## src/logic/mccd_pkg.sv

```systemverilog
// constants and types shared by the instruction execution block
package mccd_pkg;
  // instruction word is 14 bits wide
  localparam int INSN_W = 14;
  localparam int PC_W = 13;
  localparam int FADDR_W = 7;
  localparam int DATA_W = 8;
  localparam int WDOG_W = 8;
  localparam int PRE_W = 8;
  // encodings of the supported operations
  localparam logic [13:0] OPC_WD_CLEAR_WORD = 14'h0064;
  localparam logic [13:0] OPC_ACC_CLEAR_WORD = 14'h0100;
  localparam logic [6:0] OPC_REG_CLEAR_HI = 7'h03;
  localparam logic [5:0] OPC_REG_COMPL_HI = 6'h09;
  localparam logic [5:0] OPC_REG_DEC_HI = 6'h03;
  localparam logic [2:0] OPC_CALL_HI = 3'h4;
  // field positions inside the instruction word
  localparam int DEST_BIT = 7;
  localparam int FADDR_LSB = 0;
  localparam int IMM_W = 11;
  // pc high latch bits copied into pc bits 12:11
  localparam int PCH_LO = 3;
  localparam int PCH_HI = 4;
  // reset values and datapath constants
  localparam logic [12:0] PC_RST = 13'h0000;
  localparam logic [7:0] W_RST = 8'h00;
  localparam logic [7:0] ZERO8 = 8'h00;
  localparam logic [7:0] ONE8 = 8'h01;
  localparam logic [7:0] WDOG_CLEAR = 8'h00;
  localparam logic [7:0] PRE_CLEAR = 8'h00;
  localparam logic [12:0] PC_ONE = 13'h0001;
  // cycles taken by the subroutine jump
  localparam int CALL_CYCLES = 2;

  typedef enum logic [2:0] {
    MCCD_OP_NONE,
    MCCD_OP_WDOG_CLR,
    MCCD_OP_CALL,
    MCCD_OP_COMPL,
    MCCD_OP_REG_CLR,
    MCCD_OP_DEC,
    MCCD_OP_ACC_CLR
  } mccd_op_t;
endpackage

```

## src/logic/mccd_decode.sv

```systemverilog
// instruction word decoder for the execution block
`timescale 1ns/1ps
module mccd_decode (
  // instruction
  input wire logic [13:0] insn_in,
  // decoded fields
  output mccd_pkg::mccd_op_t op_out,
  output logic [6:0] faddr_out,
  output logic dest_out,
  output logic [10:0] imm_out
);
  // ***************************************************
  // field extraction
  // ***************************************************
  assign faddr_out = insn_in[6:0];
  assign dest_out = insn_in[mccd_pkg::DEST_BIT];
  assign imm_out = insn_in[10:0];

  wire is_wclr = insn_in == mccd_pkg::OPC_WD_CLEAR_WORD;
  wire is_aclr = insn_in[13:7] == mccd_pkg::OPC_ACC_CLEAR_WORD[13:7];
  wire is_rclr = insn_in[13:7] == mccd_pkg::OPC_REG_CLEAR_HI;
  wire is_compl = insn_in[13:8] == mccd_pkg::OPC_REG_COMPL_HI;
  wire is_dec = insn_in[13:8] == mccd_pkg::OPC_REG_DEC_HI;
  wire is_call = insn_in[13:11] == mccd_pkg::OPC_CALL_HI;

  always_comb begin
    if (is_wclr) begin
      op_out = mccd_pkg::MCCD_OP_WDOG_CLR;
    end else if (is_call) begin
      op_out = mccd_pkg::MCCD_OP_CALL;
    end else if (is_compl) begin
      op_out = mccd_pkg::MCCD_OP_COMPL;
    end else if (is_dec) begin
      op_out = mccd_pkg::MCCD_OP_DEC;
    end else if (is_rclr) begin
      op_out = mccd_pkg::MCCD_OP_REG_CLR;
    end else if (is_aclr) begin
      op_out = mccd_pkg::MCCD_OP_ACC_CLR;
    end else begin
      op_out = mccd_pkg::MCCD_OP_NONE;
    end
  end
endmodule

```

## src/logic/mccd_exec.sv

```systemverilog
// execution of watchdog clear, call, complement, clear and decrement
//
// Behaviour
// - watchdog clear zeroes watchdog counter
// - watchdog clear zeroes watchdog prescaler
// - watchdog clear sets timeout and powerdown flags
// - call pushes pc plus one onto stack
// - call loads 11-bit immediate into pc
// - call takes pc 12:11 from latch 4:3
// - call takes two cycles, flags untouched
// - complement result goes to accumulator or register
// - clear register writes zero, sets zero flag
// - decrement result goes to accumulator or register
// - clear accumulator zeroes it, sets zero flag
`timescale 1ns/1ps
module mccd_exec (
  // clock and reset
  input wire logic CORE_CLK_IN,
  input wire logic RST_N_IN,
  // instruction stream
  input wire logic INSN_VALID_IN,
  input wire logic [13:0] INSN_IN,
  // file register read data for the addressed register
  input wire logic [7:0] FREG_RDATA_IN,
  // pc high latch contents
  input wire logic [7:0] PC_HIGH_LATCH_IN,
  // program counter and stack
  output logic [12:0] PC_OUT,
  output logic STACK_PUSH_OUT,
  output logic [12:0] RETURN_STACK_TOP_OUT,
  // file register write port
  output logic [6:0] FREG_ADDR_OUT,
  output logic FREG_WE_OUT,
  output logic [7:0] FREG_WDATA_OUT,
  // accumulator and status
  output logic [7:0] ACCUM_OUT,
  output logic ZERO_FLAG_OUT,
  output logic TIMEOUT_FLAG_OUT,
  output logic POWERDOWN_FLAG_OUT,
  // watchdog
  output logic [7:0] WATCHDOG_COUNTER_OUT,
  output logic [7:0] WATCHDOG_PRESCALER_OUT,
  // handshake: low during the second cycle of a call
  output logic INSN_READY_OUT
);
  // ***************************************************
  // decode
  // ***************************************************
  mccd_pkg::mccd_op_t op;
  logic [6:0] faddr;
  logic dest;
  logic [10:0] imm;

  mccd_decode u_decode (
    .insn_in(INSN_IN),
    .op_out(op),
    .faddr_out(faddr),
    .dest_out(dest),
    .imm_out(imm)
  );

  logic [12:0] pc_q, pc_d;
  logic [7:0] w_q, w_d;
  logic z_q, z_d;
  logic tmo_q, tmo_d;
  logic pdn_q, pdn_d;
  logic [7:0] wdog_q, wdog_d;
  logic [7:0] pre_q, pre_d;
  logic [12:0] ret_q, ret_d;
  logic push_q, push_d;
  logic fwe_q, fwe_d;
  logic [6:0] fa_q, fa_d;
  logic [7:0] fwd_q, fwd_d;
  logic busy_q, busy_d;

  // a call occupies a second, idle cycle; the word offered then is ignored
  wire take = INSN_VALID_IN && !busy_q;
  wire do_op = take;

  // ***************************************************
  // datapath
  // ***************************************************
  wire [7:0] comp_res = ~FREG_RDATA_IN;
  wire [7:0] dec_res = FREG_RDATA_IN - mccd_pkg::ONE8;
  // only complement and decrement reach the result mux, so one select will do
  wire is_compl = op == mccd_pkg::MCCD_OP_COMPL;
  wire [7:0] alu_res = is_compl ? comp_res : dec_res;
  wire res_zero = alu_res == mccd_pkg::ZERO8;
  wire [12:0] pc_inc = pc_q + mccd_pkg::PC_ONE;
  wire [12:0] call_tgt = {PC_HIGH_LATCH_IN[mccd_pkg::PCH_HI:mccd_pkg::PCH_LO],
                          imm};

  always_comb begin
    pc_d = pc_q;
    w_d = w_q;
    z_d = z_q;
    tmo_d = tmo_q;
    pdn_d = pdn_q;
    // the watchdog free-runs outside this block's scope; hold here
    wdog_d = wdog_q;
    pre_d = pre_q;
    ret_d = ret_q;
    push_d = 1'b0;
    fwe_d = 1'b0;
    fa_d = fa_q;
    fwd_d = fwd_q;
    busy_d = 1'b0;
    if (do_op) begin
      pc_d = pc_inc;
      case (op)
        mccd_pkg::MCCD_OP_WDOG_CLR: begin
          wdog_d = mccd_pkg::WDOG_CLEAR;
          pre_d = mccd_pkg::PRE_CLEAR;
          tmo_d = 1'b1;
          pdn_d = 1'b1;
        end
        mccd_pkg::MCCD_OP_CALL: begin
          // return address is the word after the call, not the target
          ret_d = pc_inc;
          push_d = 1'b1;
          pc_d = call_tgt;
          busy_d = 1'b1;
        end
        mccd_pkg::MCCD_OP_COMPL, mccd_pkg::MCCD_OP_DEC: begin
          z_d = res_zero;
          if (dest) begin
            fwe_d = 1'b1;
            fa_d = faddr;
            fwd_d = alu_res;
          end else begin
            w_d = alu_res;
          end
        end
        mccd_pkg::MCCD_OP_REG_CLR: begin
          fwe_d = 1'b1;
          fa_d = faddr;
          fwd_d = mccd_pkg::ZERO8;
          z_d = 1'b1;
        end
        mccd_pkg::MCCD_OP_ACC_CLR: begin
          w_d = mccd_pkg::ZERO8;
          z_d = 1'b1;
        end
        default: begin
          // words outside this subset only step the program counter
          pc_d = pc_inc;
        end
      endcase
    end
  end

  // ***************************************************
  // state
  // ***************************************************
  // program counter, return address and the call stall
  always_ff @(posedge CORE_CLK_IN or negedge RST_N_IN) begin
    if (!RST_N_IN) begin
      pc_q <= mccd_pkg::PC_RST;
      ret_q <= mccd_pkg::PC_RST;
      push_q <= 1'b0;
      busy_q <= 1'b0;
    end else begin
      pc_q <= pc_d;
      ret_q <= ret_d;
      push_q <= push_d;
      busy_q <= busy_d;
    end
  end

  // accumulator and zero flag
  always_ff @(posedge CORE_CLK_IN or negedge RST_N_IN) begin
    if (!RST_N_IN) begin
      w_q <= mccd_pkg::W_RST;
      z_q <= 1'b0;
    end else begin
      w_q <= w_d;
      z_q <= z_d;
    end
  end

  // file register write port; the strobe is a one-cycle pulse
  always_ff @(posedge CORE_CLK_IN or negedge RST_N_IN) begin
    if (!RST_N_IN) begin
      fwe_q <= 1'b0;
      fa_q <= 7'h00;
      fwd_q <= mccd_pkg::ZERO8;
    end else begin
      fwe_q <= fwe_d;
      fa_q <= fa_d;
      fwd_q <= fwd_d;
    end
  end

  // watchdog clear and the reset status flags
  // nothing here clears the flags: sleep and time-out live elsewhere
  always_ff @(posedge CORE_CLK_IN or negedge RST_N_IN) begin
    if (!RST_N_IN) begin
      tmo_q <= 1'b1;
      pdn_q <= 1'b1;
      wdog_q <= mccd_pkg::WDOG_CLEAR;
      pre_q <= mccd_pkg::PRE_CLEAR;
    end else begin
      tmo_q <= tmo_d;
      pdn_q <= pdn_d;
      wdog_q <= wdog_d;
      pre_q <= pre_d;
    end
  end

  // ***************************************************
  // outputs
  // ***************************************************
  assign PC_OUT = pc_q;
  assign STACK_PUSH_OUT = push_q;
  assign RETURN_STACK_TOP_OUT = ret_q;
  assign FREG_ADDR_OUT = fa_q;
  assign FREG_WE_OUT = fwe_q;
  assign FREG_WDATA_OUT = fwd_q;
  assign ACCUM_OUT = w_q;
  assign ZERO_FLAG_OUT = z_q;
  assign TIMEOUT_FLAG_OUT = tmo_q;
  assign POWERDOWN_FLAG_OUT = pdn_q;
  assign WATCHDOG_COUNTER_OUT = wdog_q;
  assign WATCHDOG_PRESCALER_OUT = pre_q;
  assign INSN_READY_OUT = !busy_q;
endmodule

```

## config.mk

```make
export PLATFORM = sky130hd
export DESIGN_NAME = mccd_exec
export DESIGN_NICKNAME = d
export VERILOG_FILES = /design/src/logic/mccd_pkg.sv /design/src/logic/mccd_decode.sv /design/src/logic/mccd_exec.sv
export SDC_FILE = /design/constraint.sdc
export NUM_CORES = 1
export LEC_CHECK = 0
export BUFFER_PORTS_ARGS = -buffer_cell sky130_fd_sc_hd__buf_4
export CORE_MARGIN = 5
export CORE_UTILIZATION = 45
export DETAILED_ROUTE_END_ITERATION = 12
export PLACE_DENSITY = 0.85
export SLEW_MARGIN = 20
export SYNTH_ARGS = -nofsm -noshare
export SYNTH_HDL_FRONTEND = slang
export SYNTH_SLANG_ARGS = --single-unit
```

## constraint.sdc

```tcl
create_clock -name CORE_CLK_IN -period 5 [get_ports CORE_CLK_IN]
set_clock_uncertainty 0.05 [all_clocks]
set_input_delay 0.25 -clock CORE_CLK_IN [delete_from_list [all_inputs] [get_ports CORE_CLK_IN]]
set_output_delay 0.25 -clock CORE_CLK_IN [all_outputs]
set_load 0.01 [all_outputs]
```

# ---- Word-level counts from Yosys, hierarchy flattened
# Index checks and enable logic that the tools add are counted.
dict set report classes {
  add_sub_neg 2
  n_eq_ne 13
  mux 20
  n_bitwise 1
  reduce_logical 12
}
# operator count
set ops {}
lappend ops {{8-bit case mux with 2 select lines} 2}
lappend ops {{8-bit two-way mux} 3}
lappend ops {{3-bit two-way mux} 6}
lappend ops {{14-bit by 7-bit == test with 1-bit output, second input constant} 1}
lappend ops {{7-bit by 2-bit == test with 1-bit output, second input constant} 2}
lappend ops {{7-bit case mux with 2 select lines} 1}
lappend ops {{13-bit by 1-bit adder with 13-bit output, second input constant} 1}
lappend ops {{13-bit two-way mux} 1}
lappend ops {{3-bit == test, second input constant} 4}
lappend ops {{8-bit zero test} 1}
lappend ops {{8-bit NOT} 1}
lappend ops {{8-bit by 1-bit subtractor with 8-bit output, second input constant} 1}
lappend ops {{7-bit two-way mux} 1}
lappend ops {{3-bit by 2-bit == test with 1-bit output, second input constant} 2}
lappend ops {{6-bit by 2-bit == test with 1-bit output, second input constant} 1}
lappend ops {{6-bit by 4-bit == test with 1-bit output, second input constant} 1}
lappend ops {{3-bit AND reduction} 2}
lappend ops {{2-bit nonzero test} 3}
lappend ops {{1-bit two-way mux} 4}
lappend ops {{2-bit inequality test, second input constant} 2}
lappend ops {{1-bit case mux with 2 select lines} 2}
lappend ops {{2-bit AND reduction} 2}
lappend ops {{2-bit OR reduction} 2}
lappend ops {{1-bit logical AND} 1}
lappend ops {{1-bit zero test} 1}
dict set report word_totals {
  register_bits 52
  input_bits 33
  out_inout_bits 71
  word_cells 56
}

# ---- Longest topological paths before layout
dict set report logic_depth {
  ltp_word 11
  mapped_depth 7
  depth_no_buf 7
}

# ---- Hierarchy
# From an unflattened synthesis, not the netlist that was laid out.
dict set report unflattened {
  cells_unflattened 322
  hier_area_um2 3039.2
}
# mod n_inst cells_per_inst area_per_inst_um2 seq_area_each_um2
set modules_own_cells {}
lappend modules_own_cells {mccd_exec 1 290 2802.7 1301.2}
lappend modules_own_cells {mccd_decode 1 32 236.5 0.0}

# ---- Least setup slack after synthesis
# No wires, ideal clock.
dict set report synth_timing {
  path_kind {reg2reg}
  from {register pc_q[0], in the netlist PC_OUT[0]}
  to {register pc_q[12], in the netlist PC_OUT[12]}
  setup_ns 0.121
  arrival_time_ns 1.486
  required_ns 4.829
  setup_slack_ns 3.343
  path_stages_with_launch 7
  path_buffers 0
  period_less_slack_ns 1.657
  path_cell_list {dfrtp_1 -> ha_1 -> nand2_1 -> nor2_1 -> and3_1 -> a31oi_1 -> o22a_1}
}
dict set report synth_between {
  elab_chain_cells 2
}
# element line_no
set synth_rtl {}
lappend synth_rtl {{start, declared} mccd_exec.sv:62} ;# logic [12:0] pc_q, pc_d;
lappend synth_rtl {{start signal, assigned} mccd_exec.sv:158} ;# pc_q <= mccd_pkg::PC_RST;
lappend synth_rtl {{start signal, assigned} mccd_exec.sv:163} ;# pc_q <= pc_d;
lappend synth_rtl {{13-bit by 1-bit adder with 13-bit output} mccd_exec.sv:89} ;# wire [12:0] pc_inc = pc_q + mccd_pkg::PC_ONE;
lappend synth_rtl {{13-bit two-way mux} mccd_exec.sv:110} ;# case (op)
# No other way between the ends.
# A chain may end at the register's enable or synchronous reset.

# ---- Final worst setup path
# Same ends and word-level chain as after synthesis.

==> summary.txt <==
Outcome
  – Outcome: finished, final reports clean

Cells and area
  – Core Util, Final: 57.9%
  – Antenna diode count: 0
  – Fillcell total: 560
  – Sequential cell area: 1300 µm²
  – Final Instance Area: 3470 µm²
  – Area growth, synth to finish: 23.8%
  – Layout cells sized above 1: 25.0%
  – Area of the multi-input gates: 1330 µm²
  – Nets@finish: 422

Global routing
  – Vias in the first global route: 2407
  – Remaining global-route overflow: 0
  – Largest net degree at the start of global routing: 53
  – Global-route wire length before repair: 11400 µm
  – Initial antenna violation count: 0
  – Gr usage total: 18.1%

Die
  – Initial Util: around 47%
  – Die area: 7900 µm²
  – Site row count: 28
  – Die Height: roughly 90 µm
  – Ports: approximately 100
  – DIE WIDTH: roughly 89 µm
  – Placeable Area: 5990 µm²

Timing
  – F_max: 526 MHz
  – Slew Viols, Final: 0
  – Tightest Pin Transition: 1.04 ns
  – Final Cycle Share: 38.0%
  – Final Setup Violations: 0
  – Crit path time final: 1.90 ns
  – WHS: 0.0799 ns
  – Setup TNS: 0 ns
  – Worst rel slew slack: a little under a third
  – Final Hold Fails: 0
  – RSZ-0062 raised after global routing: no

Critical path
  – WP data arrival: 2.05 ns
  – Worst Path Required: 5.15 ns
  – Crit end category: flip-flop
  – Worst Setup Start Kind: flip-flop
  – CP max FO: 7
  – Worst Setup Path Type: reg -> reg

Job
  – Max Cap Violations: 0

Logic synthesis
  – Top cells by count, synth: nand2_1 (55), dfrtp_1 (52), nor2_1 (36), a21oi_1 (22), buf_4 (19)
  – Compound-Gate Fraction of Synth Area: about 17%
  – #FFs+latches synth: between 50 and 60
  – Simple-gate share of the synthesized area: 21.5%
  – Number of synthesized flops with an enable pin: 0
  – Multiplexer share of the synthesized area: 0.402%
  – Cell Area, Synth: 2800 µm²
  – Area leader, netlist: dfrtp_1
  – Mean area per synthesized cell: 8.89 µm²
  – Most numerous cell in the Yosys netlist: nand2_1
  – Async SR Flop Fraction: 100%
  – Ys flop type: dfrtp_1
  – Post-synthesis xor/xnor area fraction: 5.63%
  – Area share of the largest cell type after synthesis: 46.5%
  – Mapped Cells: 315
  – Top cells by area, synth: dfrtp_1 (46%), nand2_1 (7.4%), buf_4 (5.1%)
  – Library cells used by synthesis: 47
  – Sequential area share after synthesis: 46.5%
  – Yosys warning count: 0
  – Largest family of logic cells by synthesized area: simple AND/OR/NAND/NOR gates
  – Area share of fa/ha/maj cells after synthesis: 0.894%

Detailed routing
  – Routed via count: 2436
  – Final wirelength: 7000 µm
  – Drt first pass iters: 4
  – Final ANT Viol Nets: 0
  – Per-cell routed wire length: approximately 15 µm
  – DRC viols: 0
  – 1st-iter DRT viols: 165
  – Vias per inst: between 5 and 6

Clocking
  – # hold bufs at CTS: 1
  – Clock sinks: 52
  – Skew-Pair Late Insertion Delay: 0.32 ns
  – Total CTS buffers: 5
  – Max clock buf depth: 2
  – Worst-path clk slew: 0.11 ns
  – Post-CTS Setup Inserts: 0
  – Post-cts resize count: 0
  – CTS tree: done
  – Root Buffer: clkbuf_8
  – H-tree depth: 2

Pwr
  – Final Power: 1.39 mW
  – Pwr per Cell Area: 401 nW/µm²
  – Max VDD drop: 0.000281 V
  – Lkg Pwr: between 1.5 and 2 nW

Place
  – IO Port Bufs: just under 80
  – Routability cong.: 0.889
  – HPWL Detailed: around 5300 µm
  – Placed cell areas: about 3400 µm²

Worst hold path
  – Hold Path Class: in -> reg
-- sequential cells by signal (all words and copies together) (netlist names) --
register / flops
ACCUM_OUT: 8
FREG_ADDR_OUT: 7
FREG_WDATA_OUT: 8
FREG_WE_OUT: 1
PC_OUT: 13
RETURN_STACK_TOP_OUT: 13
ZERO_FLAG_OUT: 1
busy_q: 1
-- final cells by class --
type	count	share of cell area, %
flip-flops and latches	52	37.5
clock buffers	5	1.98
multi-input cells	239	38.4
repair buffers	82	17.8
well taps	75	2.71
clock inverters	3	0.830
inverters	7	0.758
-- cell usage in the layout, fill, tap and decap left out, types with 6 or more instances in the layout --
cell / instances
buf_4: 81
nand2_1: 55
dfrtp_1: 52
nor2_1: 36
a21oi_1: 22
conb_1: 18
xnor2_1: 15
o21ai_0: 14
nand3_1: 10
inv_1: 6
a22oi_1: 6
o31ai_1: 6
-- critical path, stage by stage (launching register included) --
cell	delay [ns]
dfrtp_1	0.47
ha_1	0.30
nand2_1	0.17
nor2_1	0.24
and3_1	0.25
a31oi_1	0.10
o22a_1	0.21
-- metal layers --
layer  vias up  global-route usage (%)  routed length, µm
met5         -                       0                  0
met4         0                    4.26                 59
met3         7                    3.26                549
met2        95                    31.2               3430
met1      1145                    23.6               2960
li1       1189                       -                  -
-- report_power, final --
part	switching [mW]	leakage (nW)	internal (mW)
registers	0.105	0.644	0.526
clock network	0.159	0.0511	0.106
logic	0.243	0.918	0.251
-- final timing paths --
| path | end | cells after the start | slack, ns | start |
|---|---|---|---|---|
| max | PC_OUT[12] | 6 | 3.10 | PC_OUT[0] |
| min | FREG_ADDR_OUT[0] | 3 | 0.08 | INSN_IN[0] |
| max reg2reg | PC_OUT[12] | 6 | 3.10 | PC_OUT[0] |
| min reg2reg | ACCUM_OUT[1] | 2 | 0.44 | ACCUM_OUT[1] |
| max in group asynchronous | ACCUM_OUT[6] | 2 | 4.01 | RST_N_IN |
| min in group asynchronous | RETURN_STACK_TOP_OUT[5] | 2 | 0.44 | RST_N_IN |
-- stage by stage --
| stage | setup WS (ns) | cells |
|---|---|---|
| after floorplan | 3.34 | 331 |
| after global placement | 2.95 | 454 |
| after detailed placement | 2.93 | 454 |
| after CTS | 3.12 | 463 |
| after global routing | 2.92 | 463 |
| final | 3.10 | 463 |
-- cell families (layout without fill, tap and decap cells) --
family / count (synthesis) / in the layout
flip-flops: 52 / 52
buffers and inverters: 40 / 97
AO/OA/AOI/OAI: 73 / 73
adder cells (fa/ha/maj): 2 / 2
other: 2 / 18
AND/OR/NAND/NOR: 127 / 127
multiplexers: 1 / 1
XOR/XNOR: 18 / 18
Note: power is estimated with default switching activity, not from simulation.
